<file path="src/include/csx_pkg.sv">
`default_nettype none
package csx_pkg;

  // Instruction field encodings.
  localparam logic [4:0] CSX_OP_STORE_HALF = 5'h19;
  localparam logic [4:0] CSX_OP_SHIFT      = 5'h06;
  localparam logic [4:0] CSX_OP_REG_REG    = 5'h1D;
  localparam logic [4:0] CSX_OP_SCMP_IMM   = 5'h0A;
  localparam logic [4:0] CSX_OP_UCMP_IMM   = 5'h0B;
  localparam logic [4:0] CSX_OP_EXTEND     = 5'h1E;
  localparam logic [1:0] CSX_FN_SHL_IMM    = 2'h0;
  localparam logic [4:0] CSX_FN_SHL_VAR    = 5'h04;
  localparam logic [4:0] CSX_FN_SCMP       = 5'h02;
  localparam logic [5:0] CSX_EXT_ZERO6     = 6'h00;
  localparam logic [2:0] CSX_ZERO3         = 3'h0;
  localparam logic [5:0] CSX_SHIFT_ZERO_AS = 6'h08;
  localparam logic [4:0] CSX_COMPARE_DEST  = 5'h18;

  // Operation selected by the decoder.
  typedef enum logic [2:0] {
    CSX_NONE,
    CSX_STORE,
    CSX_SHIFT,
    CSX_CMP
  } csx_kind_type;

  // Request from the decode stage.
  typedef struct packed {
    logic        valid;
    logic        extended;
    logic [15:0] ext_word;
    logic [15:0] insn;
  } csx_req_type;

  // Register write back.
  typedef struct packed {
    logic        valid;
    logic [4:0]  index;
    logic [31:0] data;
  } csx_wb_type;

  // Store issued to the memory system.
  typedef struct packed {
    logic        valid;
    logic [31:0] paddr;
    logic [2:0]  cca;
    logic [15:0] data;
  } csx_store_type;

  // Exception report.
  typedef struct packed {
    logic valid;
    logic addr_err;
    logic tlb_refill;
    logic tlb_invalid;
    logic tlb_modified;
    logic bus_err;
  } csx_exc_type;

endpackage : csx_pkg
`default_nettype wire

</file>
<file path="src/design/csx_reg_map.sv">
`timescale 1ns/1ps
`default_nettype none
module csx_reg_map
  import csx_pkg::*;
(
  input  wire logic [2:0] field,
  output logic      [4:0] index
);

  // Compact register fields reach registers 16, 17 and 2 to 7.
  always_comb begin
    unique case (field)
      3'h0: index = 5'h10;
      3'h1: index = 5'h11;
      3'h2: index = 5'h02;
      3'h3: index = 5'h03;
      3'h4: index = 5'h04;
      3'h5: index = 5'h05;
      3'h6: index = 5'h06;
      3'h7: index = 5'h07;
    endcase
  end

endmodule : csx_reg_map
`default_nettype wire

</file>
<file path="src/design/csx_datapath.sv">
// What this block does
// - Compact store address: offset times two plus base
// - Store writes only the low halfword
// - Odd store address suppresses store, raises error
// - Extended store offset: split sixteen bits, sign-extended
// - Stores report translation, bus and address faults
// - Compact shift field zero means eight
// - Immediate shift zero-fills into first register
// - Extended shift zero fields, amount 0 to 31
// - Variable shift by low five bits, into second
// - Signed register compare writes register 24
// - Compact signed immediate compare, zero-extended immediate
// - Extended signed immediate compare, sign-extended immediate
// - Unsigned immediate compare: compact zero-extends, extended sign-extends immediate
`timescale 1ns/1ps
`default_nettype none
module csx_datapath
  import csx_pkg::*;
(
  input  wire logic          clk,
  input  wire logic          rst_n,
  input  wire csx_req_type   req,
  output logic      [4:0]    rd_a_index,
  input  wire logic [31:0]   rd_a_data,
  output logic      [4:0]    rd_b_index,
  input  wire logic [31:0]   rd_b_data,
  output logic      [31:0]   xlat_vaddr,
  output logic               xlat_req,
  input  wire logic [31:0]   xlat_paddr,
  input  wire logic [2:0]    xlat_cca,
  input  wire logic          xlat_refill,
  input  wire logic          xlat_invalid,
  input  wire logic          xlat_modified,
  input  wire logic          bus_err,
  output csx_wb_type         wb,
  output csx_store_type      store,
  output csx_exc_type        exc,
  output logic      [31:0]   bad_vaddr
);

  logic [15:0]  insn;
  logic [15:0]  ext;
  logic [4:0]   major;
  logic [4:0]   idx_a;
  logic [4:0]   idx_b;
  csx_kind_type kind;
  logic [31:0]  op_a;
  logic [31:0]  op_b;
  logic [31:0]  imm;
  logic [31:0]  vaddr;
  logic [4:0]   shamt;
  logic [4:0]   wr_index;
  logic [31:0]  result;
  logic         misaligned;
  logic         store_fault;

  assign insn  = req.insn;
  assign ext   = req.ext_word;
  assign major = insn[15:11];

  // Both field positions go through the fixed mapping before the file is read.
  csx_reg_map u_map_a (
    .field (insn[10:8]),
    .index (idx_a)
  );
  csx_reg_map u_map_b (
    .field (insn[7:5]),
    .index (idx_b)
  );

  assign rd_a_index = idx_a;
  assign rd_b_index = idx_b;
  assign op_a       = rd_a_data;
  assign op_b       = rd_b_data;

  // Decode: reserved zero fields of extended forms must hold or nothing runs.
  always_comb begin
    kind     = CSX_NONE;
    imm      = '0;
    shamt    = '0;
    wr_index = idx_a;
    // An extended pair whose prefix is not the extend code is refused outright.
    if (req.valid && (!req.extended || ext[15:11] == CSX_OP_EXTEND)) begin
      unique case (major)
        CSX_OP_STORE_HALF: begin
          kind = CSX_STORE;
          if (req.extended) begin
            imm = {{16{ext[4]}}, ext[4:0], ext[10:5], insn[4:0]};
          end else begin
            imm = {26'h0, insn[4:0], 1'b0};
          end
        end
        CSX_OP_SHIFT: begin
          if (insn[1:0] == CSX_FN_SHL_IMM) begin
            if (!req.extended) begin
              kind  = CSX_SHIFT;
              shamt = (insn[4:2] == CSX_ZERO3) ? CSX_SHIFT_ZERO_AS[4:0]
                                               : {2'h0, insn[4:2]};
            end else if (ext[5:0] == CSX_EXT_ZERO6 && insn[4:2] == CSX_ZERO3) begin
              kind  = CSX_SHIFT;
              shamt = ext[10:6];
            end
          end
        end
        CSX_OP_REG_REG: begin
          if (!req.extended && insn[4:0] == CSX_FN_SHL_VAR) begin
            kind     = CSX_SHIFT;
            shamt    = op_a[4:0];
            wr_index = idx_b;
          end else if (!req.extended && insn[4:0] == CSX_FN_SCMP) begin
            kind = CSX_CMP;
          end
        end
        CSX_OP_SCMP_IMM, CSX_OP_UCMP_IMM: begin
          if (!req.extended) begin
            kind = CSX_CMP;
            imm  = {24'h0, insn[7:0]};
          end else if (insn[7:5] == CSX_ZERO3) begin
            kind = CSX_CMP;
            imm  = {{16{ext[4]}}, ext[4:0], ext[10:5], insn[4:0]};
          end
        end
        default: kind = CSX_NONE;
      endcase
    end
  end

  // Effective address and the compare or shift result.
  always_comb begin
    vaddr  = op_a + imm;
    result = '0;
    if (kind == CSX_SHIFT) begin
      result = op_b << shamt;
    end else if (kind == CSX_CMP) begin
      if (major == CSX_OP_REG_REG) begin
        result = {31'h0, $signed(op_a) < $signed(op_b)};
      end else if (major == CSX_OP_SCMP_IMM) begin
        result = {31'h0, $signed(op_a) < $signed(imm)};
      end else begin
        result = {31'h0, op_a < imm};
      end
    end
  end

  // Translation is asked only for well aligned stores.
  assign misaligned  = (kind == CSX_STORE) && vaddr[0];
  assign xlat_req    = (kind == CSX_STORE) && !vaddr[0];
  assign xlat_vaddr  = vaddr;
  assign store_fault = xlat_refill | xlat_invalid | xlat_modified | bus_err;

  // Register write back, one cycle after the request.
  always_ff @(posedge clk) begin
    if (!rst_n) begin
      wb <= '0;
    end else begin
      wb.valid <= (kind == CSX_SHIFT) || (kind == CSX_CMP);
      wb.index <= (kind == CSX_CMP) ? CSX_COMPARE_DEST : wr_index;
      wb.data  <= result;
    end
  end

  // Store issue; a fault of any kind holds the store back.
  always_ff @(posedge clk) begin
    if (!rst_n) begin
      store <= '0;
    end else begin
      store.valid <= xlat_req && !store_fault;
      store.paddr <= xlat_paddr;
      store.cca   <= xlat_cca;
      store.data  <= op_b[15:0];
    end
  end

  // Exception report with the faulting virtual address.
  always_ff @(posedge clk) begin
    if (!rst_n) begin
      exc       <= '0;
      bad_vaddr <= '0;
    end else begin
      exc.addr_err     <= misaligned;
      exc.tlb_refill   <= xlat_req && xlat_refill;
      exc.tlb_invalid  <= xlat_req && xlat_invalid;
      exc.tlb_modified <= xlat_req && xlat_modified;
      exc.bus_err      <= xlat_req && bus_err;
      exc.valid        <= misaligned || (xlat_req && store_fault);
      bad_vaddr        <= vaddr;
    end
  end

  // The store never issues for an odd address.
  store_align_a: assert property (@(posedge clk) disable iff (!rst_n)
    misaligned |=> !store.valid && exc.addr_err) else $error("odd store issued");

  // Compare results always land in register 24 as zero or one.
  cmp_dest_a: assert property (@(posedge clk) disable iff (!rst_n)
    kind == CSX_CMP |=> wb.valid && wb.index == CSX_COMPARE_DEST && wb.data[31:1] == 31'h0)
    else $error("compare write back wrong");

  // A compact zero shift field shifts by eight.
  shift_eight_a: assert property (@(posedge clk) disable iff (!rst_n)
    (kind == CSX_SHIFT && !req.extended && major == CSX_OP_SHIFT && insn[4:2] == CSX_ZERO3)
    |=> wb.data == ($past(op_b) << CSX_SHIFT_ZERO_AS)) else $error("zero shift not eight");

  // A faulting translation blocks the store.
  fault_block_a: assert property (@(posedge clk) disable iff (!rst_n)
    xlat_req && store_fault |=> !store.valid && exc.valid) else $error("fault store issued");

  // Stored data is the low halfword of the source.
  store_data_a: assert property (@(posedge clk) disable iff (!rst_n)
    xlat_req |=> store.data == $past(op_b[15:0])) else $error("store data wrong");

  // Compact store address is base plus twice the offset.
  store_addr_a: assert property (@(posedge clk) disable iff (!rst_n)
    (kind == CSX_STORE && !req.extended)
    |=> bad_vaddr == $past(op_a) + {26'h0, $past(insn[4:0]), 1'b0})
    else $error("store address wrong");

  // Variable shift writes back into the second register.
  var_dest_a: assert property (@(posedge clk) disable iff (!rst_n)
    (kind == CSX_SHIFT && major == CSX_OP_REG_REG) |=> wb.index == $past(idx_b))
    else $error("variable shift destination wrong");

  // Unsigned compare follows unsigned order.
  ucmp_order_a: assert property (@(posedge clk) disable iff (!rst_n)
    (kind == CSX_CMP && major == CSX_OP_UCMP_IMM) |=> wb.data[0] == ($past(op_a) < $past(imm)))
    else $error("unsigned compare wrong");

endmodule : csx_datapath
`default_nettype wire

</file>
<file path="config.mk">
export PLATFORM = sky130hd
export DESIGN_NAME = csx_datapath
export DESIGN_NICKNAME = d
export VERILOG_FILES = /design/src/include/csx_pkg.sv /design/src/design/csx_reg_map.sv /design/src/design/csx_datapath.sv
export SDC_FILE = /design/constraint.sdc
export NUM_CORES = 1
export LEC_CHECK = 0
export CORE_MARGIN = 2
export CORE_UTILIZATION = 45
export CTS_CLUSTER_SIZE = 25
export DETAILED_ROUTE_END_ITERATION = 7
export DONT_BUFFER_PORTS = 1
export RECOVER_POWER = 50
export SLEW_MARGIN = 30
export SYNTH_ARGS = -nofsm -noshare
export SYNTH_HDL_FRONTEND = slang
export SYNTH_HIERARCHICAL = 1
export SYNTH_SLANG_ARGS = --single-unit
export TNS_END_PERCENT = 10
</file>
<file path="constraint.sdc">
create_clock -name clk -period 6.4 [get_ports clk]
set_input_delay 0.32 -clock clk [delete_from_list [all_inputs] [get_ports clk]]
set_output_delay 0.32 -clock clk [all_outputs]
set_load 0.02 [all_outputs]
</file>
==> out/qor_table.md <==
| Step | Quantity | Value |
|---|---|---|
| yosys | Synthesized Nets | 1,300 |
| run status | Run status | finished clean |
| yosys | Mean cell area of the mapped netlist | 8.513 sq um |
| detailed routing | Total DRC errors in the routed layout | 0 |
| setup path | WP data arrival | 4880 ps |
| clock network | Cells resized by post-CTS repair | 0 |
| floorplan | Effective utilization at floorplan | 0.4587 |
| floorplan | Area inside the core boundary | 19,530 sq um |
| sta | Setup repair after global routing missed its margin | false |
| hold path | Worst min-delay path startpoint | xlat_paddr[0] |
| yosys | Post-Synthesis Cells | 1,052 |
| clock network | Clock input transition at the sequential cells of the worst setup and hold paths | 60 ps |
| sta | Final number of setup-violating endpoints | 0 |
| sta | Final period util | 0.8129 |
| sta | Final Critical Period | 5203 ps |
| yosys | Async set-reset flop share out of synthesis | 0 |
| setup path | Slowest cell on the critical path | sky130_fd_sc_hd__inv_1 |
| setup path | Crit path required time | 6080 ps |
| detailed routing | Wire length per cell after detailed routing | 21.67 um |
| sta | Final Hold Fails | 0 |
| clock network | Cts hold-fix bufs | 3 |
| setup path | Largest delay share family, worst path | simple AND/OR/NAND/NOR gates |
| setup path | Worst Setup End Kind | primary output |
| yosys | Share of Yosys cell area claimed by the top area cell type | 0.2861 |
| finish | Fraction of final layout cells with drive strength greater than 1 | 0.06190 |
| floorplan | Standard-cell rows | 51 |
| grt | Number of antenna violations at the first check in global routing | 0 |
| floorplan | Number of placed I/O pins | 310 |
| finish | Number of nets in the layout | 1,287 |
| sta | Number of pins with negative max-slew slack in the final report | 0 |
| grt | Global Route Usage Sum | 0.2645 |
| grt | Wire length of the first global-routing pass | 43.70 mm |
| yosys | Most frequently used cell type in the post-synthesis netlist | sky130_fd_sc_hd__dfxtp_1 |
| yosys | Largest area contributor in the synthesized netlist | sky130_fd_sc_hd__dfxtp_1 |
| setup path | Crit path kind | in -> out |
| yosys | Top_reg_cell synth | sky130_fd_sc_hd__dfxtp_1 |
| yosys | Top post-synthesis cells by count | sky130_fd_sc_hd__dfxtp_1 (128), sky130_fd_sc_hd__ha_1 (108), sky130_fd_sc_hd__nand2_1 (79), sky130_fd_sc_hd__nor2_1 (76), sky130_fd_sc_hd__inv_1 (75) |
| grt | Largest net degree at the start of global routing | 70 |
| job | MaxCap Viol Count | 0 |
| detailed routing | Vias after detailed routing | 7,660 |
| yosys | Number of warnings reported in the yosys synthesis log | 6 |
| floorplan | Die span in y | 145.1 um |
| detailed routing | Residual antenna-violating net count after detailed routing | 0 |
| floorplan | Die area | 21,050 sq um |
| clock network | Clock sink count | 128 |
| clock network | H-tree depth | 4 |
| sta | Actual slew at the worst max-slew pin | 928.8 ps |
| floorplan | DIE WIDTH | 145.1 um |
| grt | Remaining Overflow, GRT | 0 |
| yosys | EDFF count, synth | 0 |
| power | Power per cell area | 214.8 nW/um^2 |
| place | Routability cong. | 0.9524 |
| sta | Setup total negative slack | 0 ps |
| finish | Post-route standard cell area excluding fillers | 9754 sq um |
| clock network | Root cell of the clock tree | sky130_fd_sc_hd__clkbuf_16 |
| place | Estimated wirelength of the detail-placed design | 22.78 mm |
| setup path | Worst-path fanout max | 26 |
| setup path | Largest stage delay on the critical path | 690 ps |
| yosys | Synthesized flop and latch total | 128 |
| detailed routing | Via density per instance | 5.825 |
| detailed routing | Iteration-0 DRC count of the detailed router | 448 |
| clock network | Maximum buffer depth of the clock tree | 2 |
| sta | Achievable clock frequency | 192.2 MHz |
| place | DP Area | 9136 sq um |
| setup path | Crit path buf inv count | 2 |
| yosys | Post-Syn Area | 8956 sq um |
| clock network | Number of buffers created by CTS | 17 |
| hold path | Worst Hold Depth | 1 |
| hold path | Worst min-delay path endpoint | store[19] |
| yosys | Main area contributors after synthesis | sky130_fd_sc_hd__dfxtp_1 (29%), sky130_fd_sc_hd__ha_1 (15%), sky130_fd_sc_hd__mux2i_1 (8.3%), sky130_fd_sc_hd__and2_1 (4.5%), sky130_fd_sc_hd__nand2_1 (3.3%) |
| yosys | Part of the Yosys area used for sequential elements | 0.2861 |
| hold path | Hold WC Path Type | in -> reg |
| power | IR Drop Worst-Case VDD | 164.0 uV |
| grt | Vias in the first global route | 7,522 |
| setup path | Launching element type of the critical path | input port |
| detailed routing | Total Wirelength | 28.50 mm |
| setup path | Worst-path cell chain | nor2b_1, and4b_1, o21bai_1, nor4b_1, buf_4, nand2_1, inv_1, ha_1, a21oi_1, o31a_1, o211a_1, o221a_2, o311ai_1, a311oi_1, xor2_1 |
| sta | Tightest slew margin relative to the limit | 0.3793 |
| finish | Layout overhead on the synthesized area | 8.913% |
| clock network | Post-CTS repair timing setup buffer count | 0 |
| yosys | Count of different cell masters after synthesis | 74 |
| finish | Number of antenna diodes | 0 |
| power | Leakage Power | 0.004238 uW |
| clock network | Clock tree from TritonCTS | yes |
| detailed routing | Number of iterations in the first detailed-routing pass | 5 |
| place | Port Buffers | 0 |
logic make-up (layout without fill, tap and decap cells):
| logic type | Yosys count | after routing | share of synthesized area |
|---|---|---|---|
| AND/OR/NAND/NOR | 348 | 348 | 0.2010 |
| other | 2 | 2 | 0.0008385 |
| adder cells (fa/ha/maj) | 109 | 109 | 0.1531 |
| AO/OA/AOI/OAI | 236 | 236 | 0.1799 |
| multiplexers | 84 | 84 | 0.09570 |
| buffers and inverters | 116 | 114 | 0.05490 |
| flip-flops | 128 | 128 | 0.2861 |
| XOR/XNOR | 29 | 29 | 0.02836 |
layer usage:
metal,part of all wire,up-vias,wire (um),GRT usage
met2,0.48,335,13690,0.4569
li1,-,3699,-,-
met3,0.10,49,2886,0.1031
met5,0,-,0,0
met1,0.39,3577,11220,0.2976
met4,0.024,0,693,0.09118
cells in the final DEF, fill, tap and decap left out, types with 6 or more instances in the layout:
master / netlist / final
sky130_fd_sc_hd__a211oi_1: 9 / 9
sky130_fd_sc_hd__a21o_1: 12 / 12
sky130_fd_sc_hd__a21oi_1: 56 / 56
sky130_fd_sc_hd__a22oi_1: 14 / 13
sky130_fd_sc_hd__and2_0: 0 / 9
sky130_fd_sc_hd__and2_1: 64 / 55
sky130_fd_sc_hd__and3_1: 13 / 13
sky130_fd_sc_hd__clkbuf_16: 0 / 17
sky130_fd_sc_hd__dfxtp_1: 128 / 128
sky130_fd_sc_hd__ha_1: 108 / 108
sky130_fd_sc_hd__inv_1: 75 / 74
sky130_fd_sc_hd__mux2_2: 9 / 9
sky130_fd_sc_hd__mux2i_1: 74 / 74
sky130_fd_sc_hd__nand2_1: 79 / 79
sky130_fd_sc_hd__nand2b_1: 9 / 9
sky130_fd_sc_hd__nand3_1: 23 / 23
sky130_fd_sc_hd__nand4_1: 11 / 11
sky130_fd_sc_hd__nor2_1: 76 / 76
sky130_fd_sc_hd__nor2b_1: 16 / 16
sky130_fd_sc_hd__nor3_1: 22 / 22
sky130_fd_sc_hd__o21a_1: 6 / 6
sky130_fd_sc_hd__o21ai_0: 36 / 36
sky130_fd_sc_hd__o21bai_1: 16 / 16
sky130_fd_sc_hd__o221ai_1: 7 / 7
sky130_fd_sc_hd__o22ai_1: 10 / 10
sky130_fd_sc_hd__o2bb2ai_1: 6 / 6
sky130_fd_sc_hd__o31ai_1: 8 / 8
sky130_fd_sc_hd__or2_2: 7 / 7
sky130_fd_sc_hd__or3_1: 6 / 6
sky130_fd_sc_hd__xnor2_1: 21 / 21
sky130_fd_sc_hd__xor2_1: 8 / 8
power breakdown:
part | leakage [uW] | switching (uW) | internal [uW]
Clock | 0.000283 | 386 | 611
Sequential | 0.00106 | 50.6 | 828
Combinational | 0.00290 | 136 | 84.2
Total | 0.00424 | 572 | 1520
worst max path at each step:
| stage | start | to | slack [ps] | cells past startpoint |
|---|---|---|---|---|
| 6_report | req[14] | xlat_vaddr[30] | 1200 | 15 |
| 5_1_grt | req[14] | xlat_vaddr[30] | 860 | 15 |
| 4_1_cts | req[14] | xlat_vaddr[30] | 1270 | 15 |
| 3_5_place_dp | req[14] | xlat_vaddr[30] | 1300 | 15 |
| 3_3_place_gp | req[14] | xlat_vaddr[27] | 1430 | 16 |
| 2_1_floorplan | req[14] | xlat_vaddr[30] | 1390 | 15 |
state kept, by name (all words and copies together) (netlist names):
| name | cells |
|---|---|
| wb | 38 |
| bad_vaddr | 32 |
| exc | 6 |
| store | 52 |
final cells by class:
type                       instances  area [sq um]
fill                            1908          9772
multi-input combinational        808          5908
sequential                       128          2562
clock buffer                      18         429.2
tap                              265         331.6
inverter                          75         281.5
clock inverter                    12         158.9
timing repair buffer               9         82.58
per-stage QoR:
step	hold WS (ps)	setup WS (ps)	instances	util	power [uW]
after global routing	9.293	859.6	1315	0.4996	2170
after CTS	1.520	1266	1315	0.4996	2116
after floorplan	397.0	1388	1052	-	1070
final	15.49	1197	1315	0.4996	2095
after detailed placement	411.6	1297	1282	0.4679	1112
after global placement	405.4	1429	1281	0.4671	1110
Note: power is estimated with default switching activity, not from simulation.
